**src/hw/timer16_cc_pkg.sv**
```systemverilog
// constants for the 16-bit timer compare, capture and flag block
package timer16_cc_pkg;
   // byte addresses, one 32-bit word per register
   localparam logic [5:0] ADDR_IRQ_ENABLE = 6'h00;
   localparam logic [5:0] ADDR_EVENT_FLAGS = 6'h04;
   localparam logic [5:0] ADDR_CMP_A_LO = 6'h08;
   localparam logic [5:0] ADDR_CMP_A_HI = 6'h0C;
   localparam logic [5:0] ADDR_CMP_B_LO = 6'h10;
   localparam logic [5:0] ADDR_CMP_B_HI = 6'h14;
   localparam logic [5:0] ADDR_CAP_LO = 6'h18;
   localparam logic [5:0] ADDR_CAP_HI = 6'h1C;
   localparam logic [5:0] ADDR_CONTROL = 6'h20;
   // bit positions shared by enable and flag registers
   localparam int BIT_OVF = 0;
   localparam int BIT_CMP_A = 1;
   localparam int BIT_CMP_B = 2;
   localparam int BIT_CAP = 5;
   localparam logic [7:0] EVENT_MASK = 8'h27;
   // control register fields
   localparam int CTL_MODE_LSB = 0;
   localparam int CTL_MODE_MSB = 3;
   localparam int CTL_EDGE = 4;
   localparam int CTL_FILTER = 5;
   localparam int CTL_SRC_CMP = 6;
   localparam int CTL_FORCE_B = 8;
   localparam int CTL_FORCE_A = 9;
   // waveform modes whose TOP is the capture value
   localparam logic [3:0] MODE_PFC_CAP = 4'h8;
   localparam logic [3:0] MODE_PC_CAP = 4'hA;
   localparam logic [3:0] MODE_CTC_CAP = 4'hC;
   localparam logic [3:0] MODE_FAST_CAP = 4'hE;
   localparam logic [7:0] RESET_BYTE = 8'h00;
   localparam logic [15:0] RESET_WORD = 16'h0000;
   localparam int FILTER_DEPTH = 4;
endpackage

```
**src/hw/timer16_cc.sv**
```systemverilog
// compare, capture and event flag logic of a 16-bit timer with avalon-mm slave
`timescale 1ns/1ps
module timer16_cc
   import timer16_cc_pkg::*;
(
   input wire logic i_core_clk,
   input wire logic i_reset,
   input wire logic [5:0] i_address,
   input wire logic i_read,
   input wire logic i_write,
   input wire logic [31:0] i_writedata,
   input wire logic [3:0] i_byteenable,
   output logic [31:0] o_readdata,
   output logic o_waitrequest,
   input wire logic [15:0] i_count_value,
   input wire logic i_count_tick,
   input wire logic i_count_written,
   input wire logic i_count_overflow,
   input wire logic i_capture_pin,
   input wire logic i_comparator_out,
   input wire logic i_capture_vector_taken,
   input wire logic i_compare_a_vector_taken,
   input wire logic i_compare_b_vector_taken,
   input wire logic i_overflow_vector_taken,
   output logic o_compare_a_match,
   output logic o_compare_b_match,
   output logic o_capture_is_top,
   output logic [15:0] o_capture_value,
   output logic [15:0] o_compare_value_a,
   output logic [15:0] o_compare_value_b,
   output logic o_capture_irq,
   output logic o_compare_a_irq,
   output logic o_compare_b_irq,
   output logic o_overflow_irq
);

   // modes that take TOP from the capture value
   function automatic logic capture_as_top(input logic [3:0] mode);
      capture_as_top = (mode == MODE_PFC_CAP) || (mode == MODE_PC_CAP) ||
                       (mode == MODE_CTC_CAP) || (mode == MODE_FAST_CAP);
   endfunction

   logic ack_r;
   logic [7:0] irq_enable_r;
   logic [7:0] event_flags_r;
   logic [7:0] high_latch_r;
   logic [15:0] compare_value_a_r;
   logic [15:0] compare_value_b_r;
   logic [15:0] capture_value_r;
   logic [3:0] waveform_mode_select_r;
   logic capture_edge_select_r;
   logic capture_noise_filter_enable_r;
   logic capture_source_comparator_r;
   logic [FILTER_DEPTH-1:0] sample_r;
   logic filtered_r;
   logic capture_level_r;
   logic capture_event_r;
   logic match_block_r;
   logic match_a_r;
   logic match_b_r;
   logic top_reach_r;
   logic wr_go;
   logic rd_go;
   logic capture_raw;
   logic capture_in;
   logic capture_edge;
   logic mode_cap_top;
   logic [7:0] flag_set;
   logic [7:0] flag_clr;
   logic [7:0] flag_nxt;
   logic force_a;
   logic force_b;

   // one wait cycle per access keeps read data and write effects aligned
   assign wr_go = i_write && ack_r && i_byteenable[0];
   assign rd_go = i_read && !ack_r;
   assign mode_cap_top = capture_as_top(waveform_mode_select_r);
   assign force_a = wr_go && (i_address == ADDR_CONTROL) && i_writedata[CTL_FORCE_A];
   assign force_b = wr_go && (i_address == ADDR_CONTROL) && i_writedata[CTL_FORCE_B];

   // bus handshake: waitrequest is its own flop holding the inverse of ack, low one cycle per request
   always_ff @(posedge i_core_clk)
   begin
      if (i_reset)
      begin
         ack_r <= 1'b0;
         o_waitrequest <= 1'b1;
      end
      else
      begin
         ack_r <= (i_read || i_write) && !ack_r;
         o_waitrequest <= !((i_read || i_write) && !ack_r);
      end
   end

   // read data loaded in the first cycle, stands at the acknowledging edge
   always_ff @(posedge i_core_clk)
   begin
      if (i_reset)
         o_readdata <= 32'h0000_0000;
      else if (rd_go)
      begin
         o_readdata <= 32'h0000_0000;
         case (i_address)
            ADDR_IRQ_ENABLE: o_readdata[7:0] <= irq_enable_r & EVENT_MASK;
            ADDR_EVENT_FLAGS: o_readdata[7:0] <= event_flags_r & EVENT_MASK;
            ADDR_CMP_A_LO: o_readdata[7:0] <= compare_value_a_r[7:0];
            ADDR_CMP_A_HI: o_readdata[7:0] <= compare_value_a_r[15:8];
            ADDR_CMP_B_LO: o_readdata[7:0] <= compare_value_b_r[7:0];
            ADDR_CMP_B_HI: o_readdata[7:0] <= compare_value_b_r[15:8];
            ADDR_CAP_LO: o_readdata[7:0] <= capture_value_r[7:0];
            ADDR_CAP_HI: o_readdata[7:0] <= high_latch_r;
            ADDR_CONTROL: o_readdata[7:0] <= {1'b0, capture_source_comparator_r,
               capture_noise_filter_enable_r, capture_edge_select_r, waveform_mode_select_r};
            default: o_readdata <= 32'h0000_0000; // unmapped reads as zero
         endcase
      end
   end

   // shared high-byte latch: written by high-byte writes, loaded by capture low reads
   always_ff @(posedge i_core_clk)
   begin
      if (i_reset)
         high_latch_r <= RESET_BYTE;
      else if (rd_go && (i_address == ADDR_CAP_LO))
         high_latch_r <= capture_value_r[15:8];
      else if (wr_go && ((i_address == ADDR_CMP_A_HI) || (i_address == ADDR_CMP_B_HI) ||
               (i_address == ADDR_CAP_HI)))
         high_latch_r <= i_writedata[7:0];
   end

   // compare values commit both bytes on the low-byte write
   always_ff @(posedge i_core_clk)
   begin
      if (i_reset)
      begin
         compare_value_a_r <= RESET_WORD;
         compare_value_b_r <= RESET_WORD;
      end
      else if (wr_go && (i_address == ADDR_CMP_A_LO))
         compare_value_a_r <= {high_latch_r, i_writedata[7:0]};
      else if (wr_go && (i_address == ADDR_CMP_B_LO))
         compare_value_b_r <= {high_latch_r, i_writedata[7:0]};
   end

   // control and enable registers; force bits are strobes and never stored
   always_ff @(posedge i_core_clk)
   begin
      if (i_reset)
      begin
         irq_enable_r <= RESET_BYTE;
         waveform_mode_select_r <= 4'h0;
         capture_edge_select_r <= 1'b0;
         capture_noise_filter_enable_r <= 1'b0;
         capture_source_comparator_r <= 1'b0;
      end
      else if (wr_go && (i_address == ADDR_IRQ_ENABLE))
         irq_enable_r <= i_writedata[7:0] & EVENT_MASK;
      else if (wr_go && (i_address == ADDR_CONTROL))
      begin
         waveform_mode_select_r <= i_writedata[CTL_MODE_MSB:CTL_MODE_LSB];
         capture_edge_select_r <= i_writedata[CTL_EDGE];
         capture_noise_filter_enable_r <= i_writedata[CTL_FILTER];
         capture_source_comparator_r <= i_writedata[CTL_SRC_CMP];
      end
   end

   // capture input: pin or comparator, then optional four-sample filter
   assign capture_raw = capture_source_comparator_r ? i_comparator_out : i_capture_pin;
   always_ff @(posedge i_core_clk)
   begin
      if (i_reset)
      begin
         sample_r <= '0;
         filtered_r <= 1'b0;
      end
      else
      begin
         sample_r <= {sample_r[FILTER_DEPTH-2:0], capture_raw};
         if (&sample_r)
            filtered_r <= 1'b1;
         else if (~|sample_r)
            filtered_r <= 1'b0;
      end
   end
   assign capture_in = capture_noise_filter_enable_r ? filtered_r : sample_r[0];

   // edge detect; the input is ignored while capture value is TOP
   assign capture_edge = (capture_in != capture_level_r) &&
                         (capture_in == capture_edge_select_r);
   always_ff @(posedge i_core_clk)
   begin
      if (i_reset)
      begin
         capture_level_r <= 1'b0;
         capture_event_r <= 1'b0;
      end
      else
      begin
         capture_level_r <= capture_in;
         capture_event_r <= capture_edge && !mode_cap_top;
      end
   end

   // capture value: hardware capture wins over a software low-byte write
   always_ff @(posedge i_core_clk)
   begin
      if (i_reset)
         capture_value_r <= RESET_WORD;
      else if (capture_event_r)
         capture_value_r <= i_count_value;
      else if (wr_go && (i_address == ADDR_CAP_LO))
         capture_value_r <= {high_latch_r, i_writedata[7:0]};
   end

   // a counter write blocks matches until the next timer tick has passed
   always_ff @(posedge i_core_clk)
   begin
      if (i_reset)
         match_block_r <= 1'b0;
      else if (i_count_written)
         match_block_r <= 1'b1;
      else if (i_count_tick)
         match_block_r <= 1'b0;
   end

   // match detection on each tick; flags follow one cycle later
   always_ff @(posedge i_core_clk)
   begin
      if (i_reset)
      begin
         match_a_r <= 1'b0;
         match_b_r <= 1'b0;
         top_reach_r <= 1'b0;
      end
      else
      begin
         match_a_r <= i_count_tick && !match_block_r && !i_count_written &&
                      (i_count_value == compare_value_a_r);
         match_b_r <= i_count_tick && !match_block_r && !i_count_written &&
                      (i_count_value == compare_value_b_r);
         top_reach_r <= i_count_tick && mode_cap_top &&
                        (i_count_value == capture_value_r);
      end
   end

   // strobes to the waveform unit include forced compares
   always_ff @(posedge i_core_clk)
   begin
      if (i_reset)
      begin
         o_compare_a_match <= 1'b0;
         o_compare_b_match <= 1'b0;
         o_capture_is_top <= 1'b0;
      end
      else
      begin
         o_compare_a_match <= match_a_r || force_a;
         o_compare_b_match <= match_b_r || force_b;
         o_capture_is_top <= mode_cap_top;
      end
   end

   // flag sets and clears; force strobes take no part in setting
   always_comb
   begin
      flag_set = 8'h00;
      flag_set[BIT_CAP] = capture_event_r || top_reach_r;
      flag_set[BIT_CMP_A] = match_a_r;
      flag_set[BIT_CMP_B] = match_b_r;
      flag_set[BIT_OVF] = i_count_overflow;
      flag_clr = 8'h00;
      if (wr_go && (i_address == ADDR_EVENT_FLAGS))
         flag_clr = i_writedata[7:0] & EVENT_MASK;
      flag_clr[BIT_CAP] = flag_clr[BIT_CAP] || i_capture_vector_taken;
      flag_clr[BIT_CMP_A] = flag_clr[BIT_CMP_A] || i_compare_a_vector_taken;
      flag_clr[BIT_CMP_B] = flag_clr[BIT_CMP_B] || i_compare_b_vector_taken;
      flag_clr[BIT_OVF] = flag_clr[BIT_OVF] || i_overflow_vector_taken;
      flag_nxt = ((event_flags_r & ~flag_clr) | flag_set) & EVENT_MASK;
   end

   // event flag register
   always_ff @(posedge i_core_clk)
   begin
      if (i_reset)
         event_flags_r <= RESET_BYTE;
      else
         event_flags_r <= flag_nxt;
   end

   // requests and mirrored values; global enable gating sits in the controller
   always_ff @(posedge i_core_clk)
   begin
      if (i_reset)
      begin
         o_capture_irq <= 1'b0;
         o_compare_a_irq <= 1'b0;
         o_compare_b_irq <= 1'b0;
         o_overflow_irq <= 1'b0;
         o_capture_value <= RESET_WORD;
         o_compare_value_a <= RESET_WORD;
         o_compare_value_b <= RESET_WORD;
      end
      else
      begin
         o_capture_irq <= flag_nxt[BIT_CAP] && irq_enable_r[BIT_CAP];
         o_compare_b_irq <= flag_nxt[BIT_CMP_B] && irq_enable_r[BIT_CMP_B];
         o_compare_a_irq <= flag_nxt[BIT_CMP_A] && irq_enable_r[BIT_CMP_A];
         o_overflow_irq <= flag_nxt[BIT_OVF] && irq_enable_r[BIT_OVF];
         o_capture_value <= capture_value_r;
         o_compare_value_a <= compare_value_a_r;
         o_compare_value_b <= compare_value_b_r;
      end
   end

   // checks
   AST_CMP_A_FLAG: assert property (@(posedge i_core_clk) disable iff (i_reset)
      (i_count_tick && !match_block_r && !i_count_written &&
       i_count_value == compare_value_a_r) |-> ##2 event_flags_r[BIT_CMP_A])
      else $error("compare A flag not set two cycles after match");
   AST_CMP_B_FLAG: assert property (@(posedge i_core_clk) disable iff (i_reset)
      (i_count_tick && !match_block_r && !i_count_written &&
       i_count_value == compare_value_b_r) |-> ##2 event_flags_r[BIT_CMP_B])
      else $error("compare B flag not set two cycles after match");
   AST_BLOCK: assert property (@(posedge i_core_clk) disable iff (i_reset)
      (i_count_written ##1 i_count_tick && !i_count_written) |=> !match_a_r && !match_b_r)
      else $error("match seen on tick after counter write");
   AST_FORCE_NO_FLAG: assert property (@(posedge i_core_clk) disable iff (i_reset)
      (force_a && !match_a_r && !event_flags_r[BIT_CMP_A]) |=> !event_flags_r[BIT_CMP_A])
      else $error("forced compare set the flag");
   AST_RESERVED_ZERO: assert property (@(posedge i_core_clk) disable iff (i_reset)
      ((event_flags_r | irq_enable_r) & ~EVENT_MASK) == 8'h00)
      else $error("reserved bit set");
   AST_SET_WINS: assert property (@(posedge i_core_clk) disable iff (i_reset)
      (i_count_overflow && flag_clr[BIT_OVF]) |=> event_flags_r[BIT_OVF])
      else $error("clear beat overflow set");
   AST_W1C: assert property (@(posedge i_core_clk) disable iff (i_reset)
      (wr_go && i_address == ADDR_EVENT_FLAGS && i_writedata[BIT_CMP_A] && !match_a_r)
      |=> !event_flags_r[BIT_CMP_A])
      else $error("write one did not clear compare A flag");
   AST_IRQ_CAP: assert property (@(posedge i_core_clk) disable iff (i_reset)
      !$past(i_reset) |->
      o_capture_irq == ($past(flag_nxt[BIT_CAP]) && $past(irq_enable_r[BIT_CAP])))
      else $error("capture request mismatch");
   AST_IRQ_OVF: assert property (@(posedge i_core_clk) disable iff (i_reset)
      (event_flags_r[BIT_OVF] && irq_enable_r[BIT_OVF]) |-> ##[0:1] o_overflow_irq)
      else $error("overflow request missing");
   AST_CAPTURE_LOAD: assert property (@(posedge i_core_clk) disable iff (i_reset)
      capture_event_r |=> capture_value_r == $past(i_count_value) && event_flags_r[BIT_CAP])
      else $error("capture did not load count");
   AST_TOP_DISCONNECT: assert property (@(posedge i_core_clk) disable iff (i_reset)
      (mode_cap_top && $past(mode_cap_top)) |-> !capture_event_r)
      else $error("capture while capture value is TOP");
   AST_LATCH_HIGH: assert property (@(posedge i_core_clk) disable iff (i_reset)
      (rd_go && i_address == ADDR_CAP_LO) |=> high_latch_r == $past(capture_value_r[15:8]))
      else $error("high byte not latched on low read");
   AST_COMMIT: assert property (@(posedge i_core_clk) disable iff (i_reset)
      (wr_go && i_address == ADDR_CMP_A_LO)
      |=> compare_value_a_r == {$past(high_latch_r), $past(i_writedata[7:0])})
      else $error("compare A commit wrong");
   AST_FILTER: assert property (@(posedge i_core_clk) disable iff (i_reset)
      (!$past(i_reset) && $changed(filtered_r)) |->
      $past(sample_r) == {FILTER_DEPTH{filtered_r}})
      else $error("filter changed without four equal samples");
   AST_CAP_VECTOR: assert property (@(posedge i_core_clk) disable iff (i_reset)
      (i_capture_vector_taken && !capture_event_r && !top_reach_r) |=> !event_flags_r[BIT_CAP])
      else $error("capture vector did not clear capture flag");
   AST_OVF_VECTOR: assert property (@(posedge i_core_clk) disable iff (i_reset)
      (i_overflow_vector_taken && !i_count_overflow) |=> !event_flags_r[BIT_OVF])
      else $error("overflow vector did not clear overflow flag");

   COV_CAPTURE: cover property (@(posedge i_core_clk) capture_event_r);
   COV_CMP_A_IRQ: cover property (@(posedge i_core_clk) o_compare_a_irq);
   COV_TOP_CAP: cover property (@(posedge i_core_clk) top_reach_r);
   COV_SET_CLR: cover property (@(posedge i_core_clk) i_count_overflow && flag_clr[BIT_OVF]);

endmodule

```
**config.mk**
```make
export PLATFORM = sky130hd
export DESIGN_NAME = timer16_cc
export DESIGN_NICKNAME = d
export VERILOG_FILES = /design/src/hw/timer16_cc_pkg.sv /design/src/hw/timer16_cc.sv
export SDC_FILE = /design/constraint.sdc
export NUM_CORES = 1
export LEC_CHECK = 0
export BUFFER_PORTS_ARGS = -buffer_cell sky130_fd_sc_hd__buf_4
export CORE_ASPECT_RATIO = 0.75
export CORE_MARGIN = 3
export CORE_UTILIZATION = 30
export CTS_BUF_LIST = sky130_fd_sc_hd__clkbuf_2 sky130_fd_sc_hd__clkbuf_4 sky130_fd_sc_hd__clkbuf_8
export DETAILED_ROUTE_END_ITERATION = 6
export PLACE_DENSITY = 0.55
export RECOVER_POWER = 50
export SYNTH_ARGS = -nofsm -noshare
export SYNTH_HDL_FRONTEND = slang
export SYNTH_SLANG_ARGS = --single-unit
```
**constraint.sdc**
```tcl
create_clock -name i_core_clk -period 3.66 [get_ports i_core_clk]
set_input_delay 0.732 -clock i_core_clk [delete_from_list [all_inputs] [get_ports i_core_clk]]
set_output_delay 0.732 -clock i_core_clk [all_outputs]
set_load 0.02 [all_outputs]
```
# Word-level counts from Yosys, hierarchy flattened
# Index checks and enable logic that the tools add are counted.
# totals
ff_bits	147
in_bits	71
word_cells	118
# op_classes
n_eq_ne	18
mux	12
bitwise_logic	5
reduce_logical	52
# ops
op	n
8-bit one-hot mux with 9 select lines	1
16-bit == test	3
16-bit 2-to-1 mux	2
1-bit logical AND	26
6-bit by 5-bit == test with 1-bit output (second input constant)	4
4-bit == test (second input constant)	4
8-bit 2-to-1 mux	2
1-bit logical OR	13
6-bit by 4-bit == test with 1-bit output (second input constant)	2
6-bit AND	1
6-bit by 3-bit == test with 1-bit output (second input constant)	1
6-bit == test (second input constant)	1
6-bit logical NOT	1
1-bit 2-to-1 mux	6
6-bit 2-to-1 mux	1
6-bit inverter	1
6-bit OR	1
2-bit nonzero test	3
1-bit logical NOT	5
2-bit AND reduction	2
4-bit AND reduction	1
4-bit OR reduction	1
2-bit != test (second input constant)	1
1-bit inverter	2
other kinds (2)	2

# Logic depth before layout (Yosys ltp)
# Gate-level depths: netlist (run 1).
# depth
word_depth	9
ltp_mapped	8
depth_no_buf	4

# Least setup slack after synthesis (run 1)
# Ideal clock, no wire load.
# synth_path
path_kind	in2reg
from	input i_address[5]
to	register high_latch_r[3]
setup_ps	140
t_arrival_ps	2298
required_ps	3520
path_slack_ps	1222
cell_stages	8
n_path_buf	4
cell_sequence	buf_6 or4b_1 buf_2 or3_1 buf_2 buf_6 nor2_1 a211oi_2
# synth_between
elab_chain_cells	5
word_cells_on_any_way	10
cone_classes	4 x eq/ne; 1 x mux; 5 x reduce/logical
# synth_lines
item	line_no	text
from (decl)	timer16_cc.sv:8	input wire logic [5:0] i_address,
6-bit by 4-bit == test with 1-bit output or 6-bit by 5-bit == test with 1-bit output (tied branches)	timer16_cc.sv:127	else if (wr_go && ((i_address == ADDR_CMP_A_HI) || (i_address == ADDR_CMP_B_HI) ||
1-bit logical OR (2 in a row)	timer16_cc.sv:127	
1-bit logical AND	timer16_cc.sv:127	
2-bit nonzero test (no source line)	n/a	
to (signal assigned)	timer16_cc.sv:126	high_latch_r <= capture_value_r[15:8];
to (signal assigned)	timer16_cc.sv:129	high_latch_r <= i_writedata[7:0];
to (decl)	timer16_cc.sv:46	logic [7:0] high_latch_r;
# Parallel ways exist; a longest one is shown, timed or not.
# A chain may end at the register's enable or synchronous reset.

# Final worst setup path (run 1)
# layout_path
from	input i_address[5]
to	register capture_value_r[1]
# layout_between
elab_chain_cells	3
# layout_lines
item	line_no	text
6-bit by 5-bit == test with 1-bit output	timer16_cc.sv:212	else if (wr_go && (i_address == ADDR_CAP_LO))
1-bit logical AND	timer16_cc.sv:212	
2-bit nonzero test (no source line)	n/a	
to (signal assigned)	timer16_cc.sv:211	capture_value_r <= i_count_value;
to (signal assigned)	timer16_cc.sv:213	capture_value_r <= {high_latch_r, i_writedata[7:0]};
to (decl)	timer16_cc.sv:49	logic [15:0] capture_value_r;
# No other way between the ends.

==> results.yml, run 1 <==
worst_setup_path:
  ff2ff_path_depth: 4
  endpoint_kind: "register"
  setup.worst_path.end: "capture_value_r[1]$_SDFFE_PP0P_"
  startpoint_type: "primary input"
  timing.critical_path.from: "i_address[5]"
  cp.required_ps: 4020
  worstPathArrival_ps: 2710
  r2r-start: "ack_r$_SDFF_PP0_"
  critPathSlowestCell: "a31o_2"
  crit_type: "primary input to register"
  r2r_slack_ps: 1680
  cp_cell_sequence: "buf_4, nor4b_2, a31o_2, nor2_1, a211oi_1"
  cp_max_fo: 32
  r2r_end: "capture_value_r[1]$_SDFFE_PP0P_"
  cpPeakStageDelay_ps: 740
power:
  ir_drop_v: 0.000153
  p_leak_nw: 2.70
  p_per_area_mw_per_mm2: 436
final_layout:
  final_cell_mix: "dfxtp_1 (147), nand2_1 (87), buf_4 (68), nor2b_1 (53), a21oi_1 (48)"
  utilization_pct: 36.7
  fin_area_mm2: 0.00753
  layoutNonFillerInstCount: 1067
  final_nets: 844
  fillerInstances: 2194
  drive_gt1_share_pct: 15.3
  final_common_cell: "dfxtp_1"
  area_delta_synth_final_pct: 18.9
  antenna-diode-count: 0
logic_synthesis:
  synth-async-reset-ratio_pct: 0
  ys.flop_type: "dfxtp_1"
  yosysTopAreaCellShare_pct: 46.5
  syn_inst: 686
  syn_area_mm2: 0.00633
  synth_top_cell_by_area: "dfxtp_1"
  synth_warnings: 0
  ys_seq_elements: 147
  synth.distinct_cells: 51
  ys_seq_area_share_pct: 46.5
  synth.avg_cell_area_um2: 9.22
  synth_edf_count: 0
  ys_top_cells_by_area: "dfxtp_1 (47%), mux2i_1 (5.9%), nor2b_1 (5.2%)"
sta:
  finalClockSkew_ps: 13.6
  setup_viol: 0
  whs_ps: 473
  period_share_pct: 64.4
  maxSlewHeadroom_pct: 4.33
  setup_tns_ps: 0
  worst_pin_slew_ps: 1440
  rsz0062_at_grt: "false"
  hold_viol: 0
  final.min_clock_period_ps: 2360
  maxSlewViolCount: 0
  fmax_mhz: 424
place:
  placed_area_mm2: 0.00727
  place.gp.congestion: 0.904
  port_buffers: 109
  dp.cells: 1036
  dp_hpwl_um: 14900
grt:
  grt_usage_pct: 17.7
  grt_max_degree: 117
  grt_first_pass_wirelength_um: 30700
  grt_pass1_vias: 4879
  grt.overflow.total: 0
  antenna_found_initial: 0
floorplan:
  start_util_pct: 30.9
  die_x_um: 174
  ios: 159
  die-height_um: 132
  num_rows: 45
  core_area_mm2: 0.0205
  die_area_mm2: 0.0229
min_path:
  hold_path_depth: 2
  worst_hold_path_type: "register to register"
detailed_routing:
  num_vias: 5149
  avgViaCountPerCell: 4.83
  routed-wl-met3_um: 1210
  wl_per_cell_um: 19.5
  drc_errors: 0
  wl_met2_um: 8570
  drtIter0Drc: 422
  wl_um: 20800
  drt-met1-wl_um: 10700
  ant_nets: 0
  top_layer_used: "met4"
  first_pass_iters: 5
run:
  maxCapViolCount: 0
clock_network:
  clk_pin_slew_ps: 80
  tritoncts: "yes"
  root_buffer: "clkbuf_8"
  cts_setup_buffers: 0
  cts_buffers: 17
  clock_path_buffers: 2
  ctsResizeCount: 0
  htree_num_levels: 4
  hold_buffers: 0
  cts.sink_count: 147
  clock_latency_ps: 450
status:
  status: "finished clean"
[synth_stat cells, types with 8 or more instances]
| cell | n |
|---|---|
| dfxtp_1 | 147 |
| nand2_1 | 87 |
| nor2b_1 | 53 |
| a21oi_1 | 48 |
| nor2_1 | 43 |
| mux2i_1 | 37 |
| clkbuf_1 | 35 |
| xor2_1 | 26 |
| buf_4 | 24 |
| xnor2_1 | 22 |
| a211oi_1 | 17 |
| nand4_1 | 14 |
| a221oi_1 | 13 |
| nand3_1 | 10 |
| and3_1 | 9 |
| nor4_1 | 9 |
| a211oi_2 | 8 |
[worst min-delay path by stage]
stage / slack [ps] / end / startpoint
finish: 470 / waveform_mode_select_r[2]$_SDFFE_PP0P_ / waveform_mode_select_r[2]$_SDFFE_PP0P_
global route: 510 / o_readdata[7]$_SDFFE_PP0P_ / o_readdata[7]$_SDFFE_PP0P_
CTS: 470 / waveform_mode_select_r[2]$_SDFFE_PP0P_ / waveform_mode_select_r[2]$_SDFFE_PP0P_
detailed placement: 460 / waveform_mode_select_r[2]$_SDFFE_PP0P_ / waveform_mode_select_r[2]$_SDFFE_PP0P_
global placement: 440 / event_flags_r[5]$_SDFF_PP0_ / top_reach_r$_SDFF_PP0_
floorplan: 430 / waveform_mode_select_r[1]$_SDFFE_PP0P_ / waveform_mode_select_r[1]$_SDFFE_PP0P_
[metrics by stage]
stage | setup WS (ps) | total power, W
floorplan | 1220 | 0.00182
CTS | 1370 | 0.00331
detailed placement | 885 | 0.00191
global placement | 909 | 0.00191
finish | 1300 | 0.00328
global route | 1150 | 0.00339
[layer usage]
metal | track usage, % | vias to the layer above
li1 | - | 2494
met4 | 4.91 | 0
met5 | 0 | -
met2 | 24.5 | 175
met1 | 27.3 | 2460
met3 | 3.71 | 20
[cell families after synthesis]
logic type                after synthesis  share of synthesized area (%)
and+or+nand+nor                       260                           21.3
DFF                                   147                           46.5
other                                   1                         0.0593
xor gates and xnor gates               48                           6.64
AOI/OAI and AO/OA                     114                           12.6
buffers and inverters                  77                           6.37
muxes                                  39                           6.57
[state kept, by name, indices dropped and copies added, names as in the netlist, 8 cells and up]
register           cells
compare_value_b_r     16
compare_value_a_r     16
capture_value_r       16
o_compare_value_b     16
o_readdata             8
high_latch_r           8
o_capture_value       16
o_compare_value_a     16
[worst max-delay path, delay by kind of cell]
family | cells | cell delay [ps]
AOI/OAI and AO/OA | 2 | 980
and+or+nand+nor | 2 | 790
buffers and inverters | 1 | 190
[layout make-up]
| class | count | area [um^2] | area share [%] |
|---|---|---|---|
| Timing Repair Buffer | 115 | 703 | 9.34 |
| Multi-Input combinational cell | 485 | 3070 | 40.8 |
| Clock buffer | 22 | 278 | 3.69 |
| Clock inverter | 9 | 155 | 2.06 |
| Inverter | 7 | 26.3 | 0.349 |
| Sequential cell | 147 | 2940 | 39.1 |
| Tap cell | 282 | 353 | 4.69 |
[where the power goes]
part	switching (W)	leakage (nW)	total, W	internal, W
sequential	0.0000151	1.19	0.00163	0.00161
combinational	0.000162	1.29	0.000243	0.0000810
clock	0.000623	0.221	0.00141	0.000788
total	0.000800	2.70	0.00328	0.00248
(Power assumes the default switching activity.)
==> inputs of run 2 (changes only) <==
==> constraint.sdc (replaced) <==
create_clock -name i_core_clk -period 2.3 [get_ports i_core_clk]
set_input_delay 0.46 -clock i_core_clk [delete_from_list [all_inputs] [get_ports i_core_clk]]
set_output_delay 0.46 -clock i_core_clk [all_outputs]
set_load 0.02 [all_outputs]
==> run 2 against run 1 <==
  * Wire length is 1.1% higher
  * Combinational power is 63% higher
  * Clock skew is 3.2 ps lower
  * Final area is 1.3% higher
  * Clock power is 50% higher
  * Hold slack worse by 240 ps
  * Cell count is 1.5% higher
  * Sequential power is 59% higher
  * Core utilization is 0.49 points higher
==> results.yml, run 2 (same netlist as run 1, synthesis figures left out) <==
power:
  p_leak_nw: 2.75
  comb_power_share_pct: 7.8
  ir_drop_v: 0.000335
  p_sw_w: 0.00126
  swShare_pct: 24.8
  p_seq_share_pct: 50.8
  p_per_area_mw_per_mm2: 670
  power_w: 0.00511
  power.internal_w: 0.00384
  p_clk_share_pct: 41.4
worst_setup_path:
  endpoint_kind: "register"
  r2r_end: "o_readdata[1]$_SDFFE_PP0P_"
  crit_type: "primary input to register"
  startpoint_type: "primary input"
  ff2ff_path_depth: 4
  r2r-start: "ack_r$_SDFF_PP0_"
  cp_cell_sequence: "clkbuf_1, clkbuf_2, nor2b_1"
  cp.required_ps: 2570
  crit_family: "buffers and inverters"
  cpPeakStageDelay_ps: 1100
  cp_max_fo: 66
  critPathSlowestCell: "clkbuf_2"
  r2r_slack_ps: 550
  worstPathArrival_ps: 2150
  crit_buf_inv: 2
place:
  place.gp.congestion: 0.903
  dp.cells: 1053
  dp_hpwl_um: 15400
  port_buffers: 109
detailed_routing:
  num_vias: 5246
  wl_um: 21000
  ant_nets: 0
  drc_errors: 0
  first_pass_iters: 5
  drtIter0Drc: 475
  avgViaCountPerCell: 4.84
  wl_per_cell_um: 19.4
final_layout:
  antenna-diode-count: 0
  final_cell_mix: "dfxtp_1 (147), nand2_1 (87), buf_4 (79), nor2b_1 (53)"
  drive_gt1_share_pct: 16.7
  final_nets: 861
  utilization_pct: 37.2
  final_common_cell: "dfxtp_1"
  layoutNonFillerInstCount: 1083
  area_delta_synth_final_pct: 20.5
clock_network:
  hold_buffers: 0
  tritoncts: "yes"
  clock_latency_ps: 450
  root_buffer: "clkbuf_8"
  clk_pin_slew_ps: 80
  cts_buffers: 17
  clock_path_buffers: 2
  ctsResizeCount: 0
  cts.sink_count: 147
  cts_setup_buffers: 0
  htree_num_levels: 4
min_path:
  hp-start: "i_count_overflow"
  whs_endpoint: "event_flags_r[0]$_SDFF_PP0_"
  worst_hold_path_type: "primary input to register"
  hold_path_depth: 3
sta:
  fmax_mhz: 530
  period_share_pct: 82.0
  setup_viol: 0
  maxSlewViolCount: 0
  rsz0062_at_grt: "false"
  whs_ps: 231
  maxSlewHeadroom_pct: 7.62
  finalClockSkew_ps: 10.3
  worst_pin_slew_ps: 1390
  final.min_clock_period_ps: 1890
  setup_tns_ps: 0
  hold_viol: 0
floorplan:
  ios: 159
  die_x_um: 174
  core_area_mm2: 0.0205
  die-height_um: 132
  die_area_mm2: 0.0229
  num_rows: 45
  start_util_pct: 30.9
grt:
  grt_pass1_vias: 5040
  antenna_found_initial: 0
  gr-usage-met1_pct: 27.1
  use_met3_pct: 5.04
  top_usage_layer: "met1"
  grt_first_pass_wirelength_um: 31200
  grt_usage_pct: 18.0
  grt_max_degree: 67
  use_met2_pct: 25.3
  grt.overflow.total: 0
status:
  status: "finished clean"
run:
  maxCapViolCount: 0
-- run 2: cell types whose count changed in the layout (fill, tap and decap cells not counted), sizes merged --
cell | previous run | this run
buf | 69 | 81
bufinv | 4 | 3
clkinv | 4 | 3
clkinvlp | 1 | 3
clkbuf | 68 | 72
-- run 2: worst min-delay path, delay by kind of cell --
kind	cells	cell delay [ps]
buffers and inverters	1	80
AND/OR/NAND/NOR	1	70
AO/OA/AOI/OAI	1	40
-- run 2: metrics by stage --
stage / setup WS [ps] / instance area [um^2]
floorplan: 134 / 6410
global placement: 146 / 7410
detailed placement: 128 / 7410
CTS: 576 / 7810
global route: 362 / 7630
finish: 413 / 7630
-- run 2: routing by layer --
| layer | up-vias | part of all wire (%) |
|---|---|---|
| met5 | - | 0 |
| met1 | 2483 | 50 |
| met2 | 213 | 40 |
| met4 | 0 | 1.3 |
| met3 | 19 | 8.2 |
| li1 | 2531 | - |
-- run 2: final cells by class --
cell class / count / area, um^2
Multi-Input combinational cell: 485 / 3070
Tap cell: 282 / 353
Timing Repair Buffer: 132 / 828
Fill cell: 2158 / 12900
Sequential cell: 147 / 2940
Clock buffer: 21 / 277
Inverter: 7 / 26.3
Clock inverter: 9 / 131
-- run 2: power groups by stage --
stage	Clock (W)	Combinational (W)	Sequential, W
after floorplan	0	0.000243	0.00265
after global placement	0	0.000397	0.00265
after detailed placement	0	0.000399	0.00265
after CTS	0.00215	0.000399	0.00259
after global routing	0.00224	0.000424	0.00260
final	0.00212	0.000397	0.00259
-- run 2: worst max-delay path by stage --
| stage | start | endpoint | cells after the start |
|---|---|---|---|
| final | i_reset | o_compare_value_b[13]$_SDFF_PP0_ | 3 |
| after global routing | i_reset | o_compare_value_b[13]$_SDFF_PP0_ | 3 |
| after CTS | ack_r$_SDFF_PP0_ | o_readdata[1]$_SDFFE_PP0P_ | 4 |
| after detailed placement | i_address[5] | o_readdata[2]$_SDFFE_PP0P_ | 5 |
| after global placement | i_address[5] | o_readdata[4]$_SDFFE_PP0P_ | 5 |
| after floorplan | i_address[5] | high_latch_r[3]$_SDFFE_PP0P_ | 8 |
